<file path="src/hdl/bdes_cfg.svh">
// Constants for the block-device error and status checker.
`ifndef BDES_CFG_SVH
`define BDES_CFG_SVH
`define BDES_STAT_GOOD 8'h00
`define BDES_STAT_CHECK 8'h02
`define BDES_KEY_NO_SENSE 4'h0
`define BDES_KEY_RECOVERED 4'h1
`define BDES_KEY_MEDIUM 4'h3
`define BDES_KEY_HARDWARE 4'h4
`define BDES_KEY_ILLEGAL 4'h5
`define BDES_KEY_UNIT_ATTN 4'h6
`define BDES_KEY_PROTECT 4'h7
`define BDES_KEY_BLANK 4'h8
`define BDES_KEY_ABORTED 4'hb
`define BDES_ASC_NONE 8'h00
`define BDES_ASC_LBA_RANGE 8'h21
`define BDES_ASC_INV_FIELD 8'h24
`define BDES_ASC_RESET 8'h29
`define BDES_ASC_MEDIUM_CHG 8'h28
`define BDES_ASC_DIAG_FAIL 8'h40
`define BDES_ASC_UNRECOV 8'h11
`define BDES_ASC_RECOV 8'h17
`define BDES_ASC_OVERRUN 8'h4b
`define BDES_ASC_WPROT 8'h27
`define BDES_ASC_BLANK 8'h14
`define BDES_ASC_NOT_BLANK 8'h00
`endif

</file>
<file path="src/hdl/bdes_pkg.sv">
// Types for the block-device error and status checker.
package bdes_pkg;
  typedef struct packed {
    logic [2:0] init_id;
    logic is_write;
    logic is_set_limits;
    logic relative;
    logic linked;
    logic opt_unsupported;
    logic [31:0] lba;
    logic [15:0] nblocks;
    logic [31:0] lim_lo;
    logic [31:0] lim_hi;
  } bdes_cmd_t;

  typedef struct packed {
    logic diag_fail;
    logic unrecov_hw;
    logic unrecov_med;
    logic recovered;
    logic overrun;
    logic blank_hit;
    logic written_hit;
    logic [31:0] event_lba;
  } bdes_fault_t;

  typedef struct packed {
    logic [7:0] status;
    logic [3:0] key;
    logic [7:0] asc;
    logic info_valid;
    logic [31:0] info;
    logic [2:0] init_id;
  } bdes_result_t;

  typedef enum logic [2:0] {
    BDES_IDLE = 3'b001,
    BDES_EXEC = 3'b010,
    BDES_DONE = 3'b100
  } bdes_state_t;
endpackage

</file>
<file path="src/hdl/bdes_core.sv">
// Command error checker: limit checks, sense key selection and one sense hold shared by all initiators.
`timescale 1ns/100ps
`include "bdes_cfg.svh"
module bdes_core
  import bdes_pkg::*;
#(
  parameter int NUM_INIT = 8,
  parameter logic [31:0] LAST_LBA = 32'h000f_ffff
) (
  // Clock and reset.
  input wire logic clk_sys_i,
  input wire logic rst_n_i,
  // Media conditions, asynchronous to this clock.
  input wire logic wprot_i,
  input wire logic worm_i,
  input wire logic blank_chk_i,
  input wire logic medium_chg_i,
  // Command issue from the command decoder.
  input wire logic cmd_valid_i,
  input wire bdes_cmd_t cmd_i,
  // Faults raised by the data path while the command runs.
  input wire logic fault_valid_i,
  input wire bdes_fault_t fault_i,
  input wire logic xfer_end_i,
  // Command completion.
  output bdes_result_t result_o,
  output logic done_o,
  output logic busy_o,
  output logic xfer_allow_o,
  output logic [31:0] xfer_stop_lba_o,
  output logic [NUM_INIT-1:0] attn_o
);

  logic [3:0] sync_a;
  logic [3:0] sync_b;
  logic mchg_d;
  logic [NUM_INIT-1:0] attn;
  logic [NUM_INIT-1:0] next_attn;
  logic [NUM_INIT-1:0] lim_ok;
  logic [NUM_INIT-1:0] next_lim_ok;
  logic [31:0] lim_lo [NUM_INIT];
  logic [31:0] lim_hi [NUM_INIT];
  logic [31:0] next_lim_lo [NUM_INIT];
  logic [31:0] next_lim_hi [NUM_INIT];
  logic busy;
  logic next_busy;
  bdes_state_t state;
  bdes_state_t next_state;
  bdes_cmd_t cmd;
  bdes_cmd_t next_cmd;
  logic found;
  logic next_found;
  bdes_result_t res;
  bdes_result_t next_res;
  logic done;
  logic next_done;
  logic allow;
  logic next_allow;
  logic [31:0] stop_lba;
  logic [31:0] next_stop_lba;
  logic [32:0] last_blk;
  logic [2:0] id;

  // Pin-level media conditions pass two flops; only sync_b is read.
  always_ff @(posedge clk_sys_i or negedge rst_n_i) begin
    if (!rst_n_i) begin
      sync_a <= 4'h0;
      sync_b <= 4'h0;
      mchg_d <= 1'b0;
    end else begin
      sync_a <= {worm_i, medium_chg_i, blank_chk_i, wprot_i};
      sync_b <= sync_a;
      mchg_d <= sync_b[2];
    end
  end

  assign id = cmd_i.init_id;
  assign last_blk = {1'b0, cmd_i.lba} + {17'h0, cmd_i.nblocks} - 33'h1;

  // Precheck at command start, first detected condition wins.
  always_comb begin
    next_state = state;
    next_cmd = cmd;
    next_found = found;
    next_res = res;
    next_done = 1'b0;
    next_allow = allow;
    next_stop_lba = stop_lba;
    next_attn = attn;
    next_lim_ok = lim_ok;
    next_lim_lo = lim_lo;
    next_lim_hi = lim_hi;
    unique case (state)
      BDES_IDLE: begin
        if (cmd_valid_i) begin
          next_cmd = cmd_i;
          next_found = 1'b1;
          next_allow = 1'b0;
          next_stop_lba = cmd_i.lba;
          next_state = BDES_DONE;
          // a new command from any initiator replaces the held sense.
          next_res = '{`BDES_STAT_CHECK, `BDES_KEY_NO_SENSE, `BDES_ASC_NONE, 1'b0, 32'h0, id};
          if (attn[id]) begin
            next_attn[id] = 1'b0;
            next_res.key = `BDES_KEY_UNIT_ATTN;
            next_res.asc = `BDES_ASC_RESET;
          end else if (cmd_i.relative && !cmd_i.linked) begin
            next_res.key = `BDES_KEY_ILLEGAL;
            next_res.asc = `BDES_ASC_INV_FIELD;
          end else if (cmd_i.opt_unsupported) begin
            next_res.key = `BDES_KEY_ILLEGAL;
            next_res.asc = `BDES_ASC_INV_FIELD;
          end else if (cmd_i.lba > LAST_LBA) begin
            next_res.key = `BDES_KEY_ILLEGAL;
            next_res.asc = `BDES_ASC_LBA_RANGE;
            next_res.info_valid = 1'b1;
            next_res.info = cmd_i.lba;
          end else if (last_blk > {1'b0, LAST_LBA}) begin
            next_res.key = `BDES_KEY_ILLEGAL;
            next_res.asc = `BDES_ASC_LBA_RANGE;
            next_res.info_valid = 1'b1;
            next_res.info = LAST_LBA + 32'h1;
          end else if (cmd_i.relative && lim_ok[id] &&
                       (cmd_i.lba < lim_lo[id] || last_blk > {1'b0, lim_hi[id]})) begin
            next_res.key = `BDES_KEY_ILLEGAL;
            next_res.asc = `BDES_ASC_LBA_RANGE;
            next_res.info_valid = 1'b1;
            next_res.info = (cmd_i.lba < lim_lo[id]) ? cmd_i.lba : lim_hi[id] + 32'h1;
          end else if (cmd_i.is_write && sync_b[0]) begin
            next_res.key = `BDES_KEY_PROTECT;
            next_res.asc = `BDES_ASC_WPROT;
          end else if (cmd_i.is_set_limits) begin
            next_lim_ok[id] = 1'b1;
            next_lim_lo[id] = cmd_i.lim_lo;
            next_lim_hi[id] = cmd_i.lim_hi;
            next_res.status = `BDES_STAT_GOOD;
            next_found = 1'b0;
          end else begin
            next_found = 1'b0;
            next_allow = 1'b1;
            next_res.status = `BDES_STAT_GOOD;
            next_stop_lba = last_blk[31:0] + 32'h1;
            next_state = BDES_EXEC;
          end
          // An unlinked command other than a set-limits one closes the chain, so its limits go.
          if (!cmd_i.linked && !cmd_i.is_set_limits) begin
            next_lim_ok[id] = 1'b0;
          end
        end
      end
      BDES_EXEC: begin
        if (fault_valid_i && !found) begin
          next_found = 1'b1;
          next_res.status = `BDES_STAT_CHECK;
          if (fault_i.diag_fail) begin
            next_res.key = `BDES_KEY_HARDWARE;
            next_res.asc = `BDES_ASC_DIAG_FAIL;
          end else if (fault_i.unrecov_med || fault_i.unrecov_hw) begin
            next_res.key = fault_i.unrecov_med ? `BDES_KEY_MEDIUM : `BDES_KEY_HARDWARE;
            next_res.asc = `BDES_ASC_UNRECOV;
            next_allow = 1'b0;
          end else if (fault_i.overrun) begin
            next_res.key = `BDES_KEY_ABORTED;
            next_res.asc = `BDES_ASC_OVERRUN;
            next_allow = 1'b0;
          end else if (sync_b[3] && fault_i.blank_hit && !cmd.is_write) begin
            next_res.key = `BDES_KEY_BLANK;
            next_res.asc = `BDES_ASC_BLANK;
            next_res.info_valid = 1'b1;
            next_res.info = fault_i.event_lba;
            next_stop_lba = fault_i.event_lba;
          end else if (sync_b[3] && sync_b[1] && fault_i.written_hit && cmd.is_write) begin
            next_res.key = `BDES_KEY_BLANK;
            next_res.asc = `BDES_ASC_NOT_BLANK;
            next_res.info_valid = 1'b1;
            next_res.info = fault_i.event_lba;
            next_allow = 1'b0;
          end else if (fault_i.recovered) begin
            next_res.key = `BDES_KEY_RECOVERED;
            next_res.asc = `BDES_ASC_RECOV;
          end else begin
            next_found = 1'b0;
            next_res.status = `BDES_STAT_GOOD;
          end
        end
        if (xfer_end_i) begin
          next_allow = 1'b0;
          next_state = BDES_DONE;
        end
      end
      BDES_DONE: begin
        next_done = 1'b1;
        next_allow = 1'b0;
        next_state = BDES_IDLE;
      end
      default: begin
        next_state = BDES_IDLE;
      end
    endcase
    // A change seen in the same cycle as a clear must still reach the next command.
    if (sync_b[2] && !mchg_d) begin
      next_attn = '1;
    end
    next_busy = (next_state != BDES_IDLE);
  end

  always_ff @(posedge clk_sys_i or negedge rst_n_i) begin
    if (!rst_n_i) begin
      state <= BDES_IDLE;
      cmd <= '0;
      found <= 1'b0;
      res <= '0;
      done <= 1'b0;
      allow <= 1'b0;
      stop_lba <= 32'h0;
      attn <= '1;
      lim_ok <= '0;
      busy <= 1'b0;
    end else begin
      state <= next_state;
      cmd <= next_cmd;
      found <= next_found;
      res <= next_res;
      done <= next_done;
      allow <= next_allow;
      stop_lba <= next_stop_lba;
      attn <= next_attn;
      lim_ok <= next_lim_ok;
      busy <= next_busy;
    end
  end

  // Limit storage per initiator has no reset; values only matter while lim_ok is set.
  always_ff @(posedge clk_sys_i) begin
    lim_lo <= next_lim_lo;
    lim_hi <= next_lim_hi;
  end

  assign result_o = res;
  assign done_o = done;
  assign busy_o = busy;
  assign xfer_allow_o = allow;
  assign xfer_stop_lba_o = stop_lba;
  assign attn_o = attn;

  property p_unlinked_rel;
    @(posedge clk_sys_i) disable iff (!rst_n_i)
      (state == BDES_IDLE && cmd_valid_i && cmd_i.relative && !cmd_i.linked && !attn[id])
      |=> (res.key == `BDES_KEY_ILLEGAL) ##1 done;
  endproperty
  a_unlinked_rel: assert property (p_unlinked_rel) else $error("unlinked relative accepted");

  property p_attn;
    @(posedge clk_sys_i) disable iff (!rst_n_i)
      (state == BDES_IDLE && cmd_valid_i && attn[id])
      |=> (res.key == `BDES_KEY_UNIT_ATTN &&
           (!attn[$past(id)] || $past(sync_b[2] && !mchg_d)));
  endproperty
  a_attn: assert property (p_attn) else $error("unit attention not reported");

  property p_wprot;
    @(posedge clk_sys_i) disable iff (!rst_n_i)
      (state == BDES_IDLE && cmd_valid_i && cmd_i.is_write && sync_b[0] && !attn[id] &&
       !cmd_i.relative && !cmd_i.opt_unsupported && last_blk <= {1'b0, LAST_LBA})
      |=> (res.key == `BDES_KEY_PROTECT && !allow && state == BDES_DONE);
  endproperty
  a_wprot: assert property (p_wprot) else $error("protected write allowed");

  property p_range;
    @(posedge clk_sys_i) disable iff (!rst_n_i)
      (state == BDES_IDLE && cmd_valid_i && cmd_i.lba > LAST_LBA && !attn[id] &&
       !(cmd_i.relative && !cmd_i.linked) && !cmd_i.opt_unsupported)
      |=> (res.key == `BDES_KEY_ILLEGAL && res.info == $past(cmd_i.lba) && res.info_valid);
  endproperty
  a_range: assert property (p_range) else $error("bad address not reported");

  property p_check;
    @(posedge clk_sys_i) disable iff (!rst_n_i)
      (done && found) |-> (res.status == `BDES_STAT_CHECK && res.key != `BDES_KEY_NO_SENSE);
  endproperty
  a_check: assert property (p_check) else $error("error without check condition");

  property p_first;
    @(posedge clk_sys_i) disable iff (!rst_n_i)
      (state == BDES_EXEC && found) |=> $stable(res.key);
  endproperty
  a_first: assert property (p_first) else $error("first condition overwritten");

  property p_diag;
    @(posedge clk_sys_i) disable iff (!rst_n_i)
      (state == BDES_EXEC && fault_valid_i && !found && fault_i.diag_fail)
      |=> res.key == `BDES_KEY_HARDWARE;
  endproperty
  a_diag: assert property (p_diag) else $error("diag failure key wrong");

  property p_overrun;
    @(posedge clk_sys_i) disable iff (!rst_n_i)
      (state == BDES_EXEC && fault_valid_i && !found && fault_i.overrun && !fault_i.diag_fail &&
       !fault_i.unrecov_med && !fault_i.unrecov_hw) |=> (res.key == `BDES_KEY_ABORTED && !allow);
  endproperty
  a_overrun: assert property (p_overrun) else $error("overrun key wrong");

  property p_done_once;
    @(posedge clk_sys_i) disable iff (!rst_n_i)
      (state == BDES_DONE) |=> done ##1 !done;
  endproperty
  a_done_once: assert property (p_done_once) else $error("done pulse wrong");

endmodule

</file>
<file path="config.mk">
export PLATFORM = sky130hd
export DESIGN_NAME = bdes_core
export DESIGN_NICKNAME = d
export VERILOG_FILES = /design/src/hdl/bdes_pkg.sv /design/src/hdl/bdes_core.sv
export VERILOG_INCLUDE_DIRS = /design/src /design/src/hdl
export SDC_FILE = /design/constraint.sdc
export NUM_CORES = 1
export LEC_CHECK = 0
export BUFFER_PORTS_ARGS = -buffer_cell sky130_fd_sc_hd__buf_2
export CORE_MARGIN = 4
export CORE_UTILIZATION = 54
export DETAILED_ROUTE_END_ITERATION = 6
export PLACE_DENSITY = 0.76
export SLEW_MARGIN = 20
export SYNTH_ARGS = -nofsm -noshare
export SYNTH_HDL_FRONTEND = slang
export SYNTH_SLANG_ARGS = --single-unit
</file>
<file path="constraint.sdc">
create_clock -name clk_sys_i -period 10.7 [get_ports clk_sys_i]
set_input_delay 1.605 -clock clk_sys_i [delete_from_list [all_inputs] [get_ports clk_sys_i]]
set_output_delay 1.605 -clock clk_sys_i [all_outputs]
set_load 0.02 [all_outputs]
</file>
==> results.cfg, run 1 <==
[timing]
min_period_over_period_pct = 82.6
fin_skew_ns = 0.0390
finalSetupTns_ns = 0
min_period_ns = 8.83
fmax_ghz = 0.113
hold_viol_final = 0
slew_headroom_pct = 22.0
tightestPinTransition_ns = 1.17
whs_ns = 0.351
setup_viol = 0
report.final.slew_viol_count = 0
rsz0062_at_grt = no

[synth]
synthFlopType = edfxtp_1
synth_area_um2 = 30000
yosys.area.top_type = edfxtp_1
ys_async_sr_fraction_pct = 18.1
synthTopCellsByArea = edfxtp_1, dfrtp_1, ha_1
ys_types = 89
synth_warnings = 0
synth_commonest_cells = edfxtp_1, nand2_1, nor2_1, ha_1, inv_1
yosys.cell_count.top_type = edfxtp_1
synth_edf_count = 512
ys_ff_latch = 625
avgSynthCellArea_um2 = 12.8
yosysSeqAreaShare_pct = 60.6
synth_top_area_share_pct = 51.2
syn_inst = 2344

[placement]
port_buffers = 258
place_congestion = 0.997
place_hpwl_mm = 65.5
place_area_um2 = 32200

[job]
maxCapViolations = 0

[power]
intPower_w = 0.00429
power.switching_w = 0.00163
p_seq_share_pct = 46.7
cellLeakagePower_nw = 12.6
clock_power_share_pct = 35.9
irDropWorstVdd_v = 0.000142
power.density_nw_per_um2 = 173
swShare_pct = 27.5
p_comb_share_pct = 17.4

[grt]
track_usage_pct = 30.4
grt-ovfl-total = 0
grt_pass1_wl_mm = 137
grt_start_max_net_pins = 66
antenna_found_initial = 10
grt_pass1_vias = 21400

[setup_path]
slowest_delay_ns = 0.90
crit_required_ns = 10.99
critical_path.startpoint = cmd_i[81]
critPathLaunchType = input pin
path_max_fanout = 40
cp_slowest_cell = nor2_4
crit_type = in2reg
reg2reg_from = lim_hi[67]
arrival_ns = 9.12
critPathTopFamily = simple AND/OR/NAND/NOR gates
worst-path-buf-inv = 5
cp-end-kind = register

[route]
viasPerCell = 6.42
drt_iter0_drc = 2458
antenna_left = 0
drt-total-wl_mm = 92.9
via_count = 21800
dr.pass1.iters = 6
drc = 0
wl_per_cell_um = 27.4

[die]
initial_core_util_pct = 54.5
core_area_um2 = 55100
rows = 86
boundaryPins = 267
die_w_um = 244
die_area_um2 = 59500
die_h_um = 244

[final_layout]
drive_above_1_share_pct = 19.6
nets = 2875
utilization_pct = 62.1
fin_area_um2 = 34200
syn2layout_area_growth_pct = 13.9

[worst_hold_path]
hold_path.class = reg2reg
worstHoldStart = sync_a[2]

[clock_network]
clock_path_buffers = 3
cts_hold_buf = 0
cts_tree = done
post_cts_buffers = 0
cts_buffers = 60
cts.clk_slew.worst_paths_ns = 0.06
cts_root_buf = clkbuf_16
clock_latency_ns = 0.64
cts_sinks = 625
cts-resized-gates = 0
htree_levels = 2

[status]
outcome = completed
-- state kept, by name, indices dropped and copies added, names as in the netlist, 3 cells and up --
| register | flops |
|---|---|
| lim_lo | 256 |
| lim_ok | 8 |
| xfer_stop_lba_o | 32 |
| lim_hi | 256 |
| attn_o | 8 |
| sync_b | 4 |
| result_o | 48 |
| sync_a | 4 |
| state | 3 |
-- cells in the final DEF (no fill, tap or decap), types with 43 or more instances in the layout --
master	count
edfxtp_1	512
buf_2	255
nand2_1	186
nor2_1	124
ha_1	121
inv_1	115
a21oi_1	112
dfrtp_1	104
a22oi_1	86
o21ai_0	69
clkbuf_16	61
mux2i_1	59
a221oi_1	53
buf_4	43
-- cells by family after synthesis --
family	share of synthesized area, %
buffers and inverters	3.34
DFF	60.6
muxes	5.11
adders and majority gates	5.11
and+or+nand+nor	9.91
other	0.0125
AOI/OAI and AO/OA	14.0
xor gates and xnor gates	1.87
-- final cells by class --
| class | instances | area [µm²] |
|---|---|---|
| fill | 4218 | 20900 |
| sequential | 625 | 18200 |
| multi-input combinational | 1481 | 11000 |
| timing repair buffer | 301 | 1660 |
| clock buffer | 77 | 1610 |
| tap | 748 | 936 |
| inverter | 116 | 435 |
| clock inverter | 36 | 369 |
| antenna | 9 | 22.5 |
-- per-layer routing --
metal | wire length (µm) | up-vias | global-route usage (%)
met2 | 43800 | 1209 | 48.9
met3 | 8650 | 202 | 6.05
li1 | - | 9558 | -
met4 | 3780 | 4 | 11.8
met1 | 36700 | 10800 | 41.3
met5 | 18 | - | 0
-- final timing paths --
kind / depth (start not counted) / end / slack (ns)
worst max register to register: 16 / lim_lo[23] / 4.27
worst max-delay path: 25 / lim_lo[23] / 1.87
worst min register to register: 0 / sync_b[2] / 0.35
worst min-delay path: 0 / sync_b[2] / 0.35
max in group asynchronous: 2 / result_o[2] / 8.29
min in group asynchronous: 1 / sync_b[3] / 1.00
-- metrics by stage --
step | total power (W) | cells | setup slack, ns
after floorplan | 0.00344 | 2351 | 0.360
after global placement | 0.00380 | 3271 | 1.61
after detailed placement | 0.00382 | 3271 | 1.37
after CTS | 0.00592 | 3384 | 1.98
after global routing | 0.00613 | 3389 | 1.54
final | 0.00591 | 3393 | 1.87
-- power groups by stage --
| stage | Clock (W) | Combinational, W | Sequential, W |
|---|---|---|---|
| 6_report | 0.00212 | 0.00103 | 0.00276 |
| 2_1_floorplan | 0 | 0.000555 | 0.00288 |
| 5_1_grt | 0.00225 | 0.00111 | 0.00277 |
| 3_3_place_gp | 0 | 0.000996 | 0.00281 |
| 4_1_cts | 0.00215 | 0.00101 | 0.00276 |
| 3_5_place_dp | 0 | 0.00101 | 0.00281 |
Power figures use the tool's default switching activity.
==> run 2: changes to the inputs <==
Settings changed: ABC_AREA set to 1, CORE_UTILIZATION 54 to 55, PLACE_DENSITY 0.76 to 0.74.
Clock period 10.7 ns to 9.1 ns, I/O delays scaled along.
==> run 2 against run 1 <==
- the run now ends with DRC left
- combinational power increased by 23%
- cell area increased by 4.3%
- area after synthesis increased by 4.4%
- routed wire length increased by 7.1%
- count of clock-buffer cells in the layout decreased by 3
- hold slack got worse by 0.0046 ns
- clock skew about the same
- core utilization increased by 1.2 points
- final cell count increased by 28%
- setup slack improved by 0.23 ns
- die area increased by 2.4%
- sequential power increased by 17%
- critical path type unchanged
- largest cell class unchanged
==> results.cfg, run 2 <==
[timing]
finalSetupTns_ns = 0
rsz0062_at_grt = no
setup_ws_ns = 2.10
tightestPinTransition_ns = 1.17
report.final.slew_viol_count = 0
min_period_ns = 7.00
slew_headroom_pct = 21.8
min_period_over_period_pct = 77.0
hold_viol_final = 0
setup_viol = 0
fmax_ghz = 0.143
fin_skew_ns = 0.0388

[power]
irDropWorstVdd_v = 0.000200
power.density_nw_per_um2 = 200
cellLeakagePower_nw = 15.1

[die]
initial_core_util_pct = 55.6
boundaryPins = 267
die_w_um = 247
rows = 87
die_h_um = 247
core_area_um2 = 56400
die_area_um2 = 60900

[clock_network]
cts_tree = done
cts_hold_buf = 0
post_cts_buffers = 0
cts.clk_slew.worst_paths_ns = 0.06
cts_sinks = 625
clock_latency_ns = 0.66
cts_root_buf = clkbuf_16
cts_buffers = 61
htree_levels = 2
cts-resized-gates = 0
clock_path_buffers = 3

[route]
wl_per_cell_um = 22.8
viasPerCell = 5.81
antenna_left = 0
via_count = 25300
drt_iter0_drc = 2933
drc = 6
drt-total-wl_mm = 99.5
dr.pass1.iters = 7

[worst_hold_path]
hold_path.class = reg2reg

[placement]
place_congestion = 1.10
port_buffers = 258
place_hpwl_mm = 71.8
pre_cts_ws_ns = 1.47

[grt]
grt_pass1_vias = 23900
grt_pass1_wl_mm = 147
track_usage_pct = 32.1
grt_start_max_net_pins = 63
antenna_found_initial = 5
grt-ovfl-total = 0

[final_layout]
nets = 3834
drive_above_1_share_pct = 13.0
final_common_cell = nand2_1
syn2layout_area_growth_pct = 13.9
final_cell_mix = nand2_1, edfxtp_1, inv_1, nor2_1, buf_2
utilization_pct = 63.3

[setup_path]
crit_type = in2reg
critPathLaunchType = input pin
slowest_delay_ns = 0.88
crit_required_ns = 9.42
cp-end-kind = register
arrival_ns = 7.32
critPathTopFamily = simple AND/OR/NAND/NOR gates
worst-path-buf-inv = 7
crit_path_cell_trace = buf_2 -> inv_2 -> nand2_1 -> buf_4 -> inv_2 -> buf_4 -> a22o_1 -> a21oi_1 -> nand4_1 -> inv_1 -> ha_1 -> nand2_1 -> or3_1 -> nor4_1 -> nand2_1 -> nand2_1 -> nand3_1 -> nand2_2 -> nand2_2 -> nor2_2 -> nand4_2 -> nor2_4 -> buf_4
path_max_fanout = 38
cp_slowest_cell = nor2_4
crit_path_frequent_cell = nand2_1

[synth]
yosys.cell_count.top_type = nand2_1
synthTopCellsByArea = edfxtp_1, nand2_1, dfrtp_1
synth_edf_count = 512
ys_ff_latch = 625
yosys.area.top_type = edfxtp_1
synth_commonest_cells = nand2_1, edfxtp_1, inv_1, nor2_1, a21oi_1
synth_warnings = 0
yosysSeqAreaShare_pct = 58.1
synth_area_um2 = 31400
ys_async_sr_fraction_pct = 18.1
ys_types = 55
avgSynthCellArea_um2 = 9.54
syn_inst = 3288
synth_top_area_share_pct = 49.0
synthFlopType = edfxtp_1

[job]
maxCapViolations = 0

[status]
violations = DRC
outcome = finished with violations
-- run 2: changes by cell type in the layout (fill, tap and decap cells not counted), sizes merged, moves of 60 or more --
cell / before / now
nand2: 187 / 849
nor2: 137 / 397
nand3: 35 / 137
inv: 120 / 396
nand4: 29 / 89
a21oi: 112 / 191
-- run 2: layout make-up --
class	instances	area, µm²
timing repair buffer	300	1700
clock buffer	74	1610
antenna	6	15.0
sequential	625	18200
clock inverter	42	507
tap	756	946
inverter	398	1490
multi-input combinational	2158	11200
fill	4606	20700
-- run 2: stage by stage --
step / hold WS, ns / power [W] / area, µm² / std cells
floorplan: 0.331 / 0.00406 / 31400 / 3295
global placement: 0.332 / 0.00452 / 33600 / 4236
detailed placement: 0.336 / 0.00453 / 33600 / 4237
CTS: 0.347 / 0.00715 / 35700 / 4353
global route: 0.347 / 0.00743 / 35700 / 4355
finish: 0.346 / 0.00716 / 35700 / 4359
-- run 2: cell families (layout without fill, tap and decap cells) --
kind of cell,count (synthesis),count (layout),share of synthesized area [%]
xor gates and xnor gates,41,41,1.22
and+or+nand+nor,1530,1530,20.4
adders and majority gates,122,122,4.89
other,1,14,0.0120
AOI/OAI and AO/OA,457,457,8.87
buffers and inverters,512,814,6.51
DFF,625,625,58.1
-- run 2: worst paths after layout --
| path | end | slack, ns | from | cells after the start |
|---|---|---|---|---|
| setup reg to reg | lim_lo[184] | 4.12 | lim_hi[68] | 30 |
| min in group asynchronous | result_o[0] | 0.80 | rst_n_i | 1 |
| max in group asynchronous | result_o[46] | 7.00 | rst_n_i | 2 |
| hold / removal | sync_b[2] | 0.35 | sync_a[2] | 0 |
| hold reg to reg | sync_b[2] | 0.35 | sync_a[2] | 0 |
| setup / recovery | lim_lo[184] | 2.10 | cmd_i[117] | 23 |
-- run 2: per-layer routing --
| layer | part of all wire, % | vias to the layer above | wire, µm | GRT usage [%] |
|---|---|---|---|---|
| li1 | - | 11600 | - | - |
| met1 | 38 | 11900 | 37900 | 42.9 |
| met2 | 46 | 1463 | 45300 | 51.1 |
| met3 | 10 | 292 | 10300 | 5.63 |
| met4 | 6.1 | 2 | 6070 | 16.2 |
| met5 | 0.012 | - | 12 | 0 |
-- run 2: worst register-to-register path, delay by kind of cell, from the launching register on --
| family | cells | cell delay [ns] |
|---|---|---|
| compound gates | 2 | 0.40 |
| flops | 1 | 0.36 |
| fa+ha+maj | 1 | 0.25 |
| simple gates | 24 | 3.07 |
| buf+inv | 3 | 0.57 |
-- run 2: where the power goes --
group	total (W)	internal (W)	switching [W]
sequential	0.00324	0.00319	0.0000556
clock	0.00265	0.00155	0.00110
combinational	0.00127	0.000372	0.000896
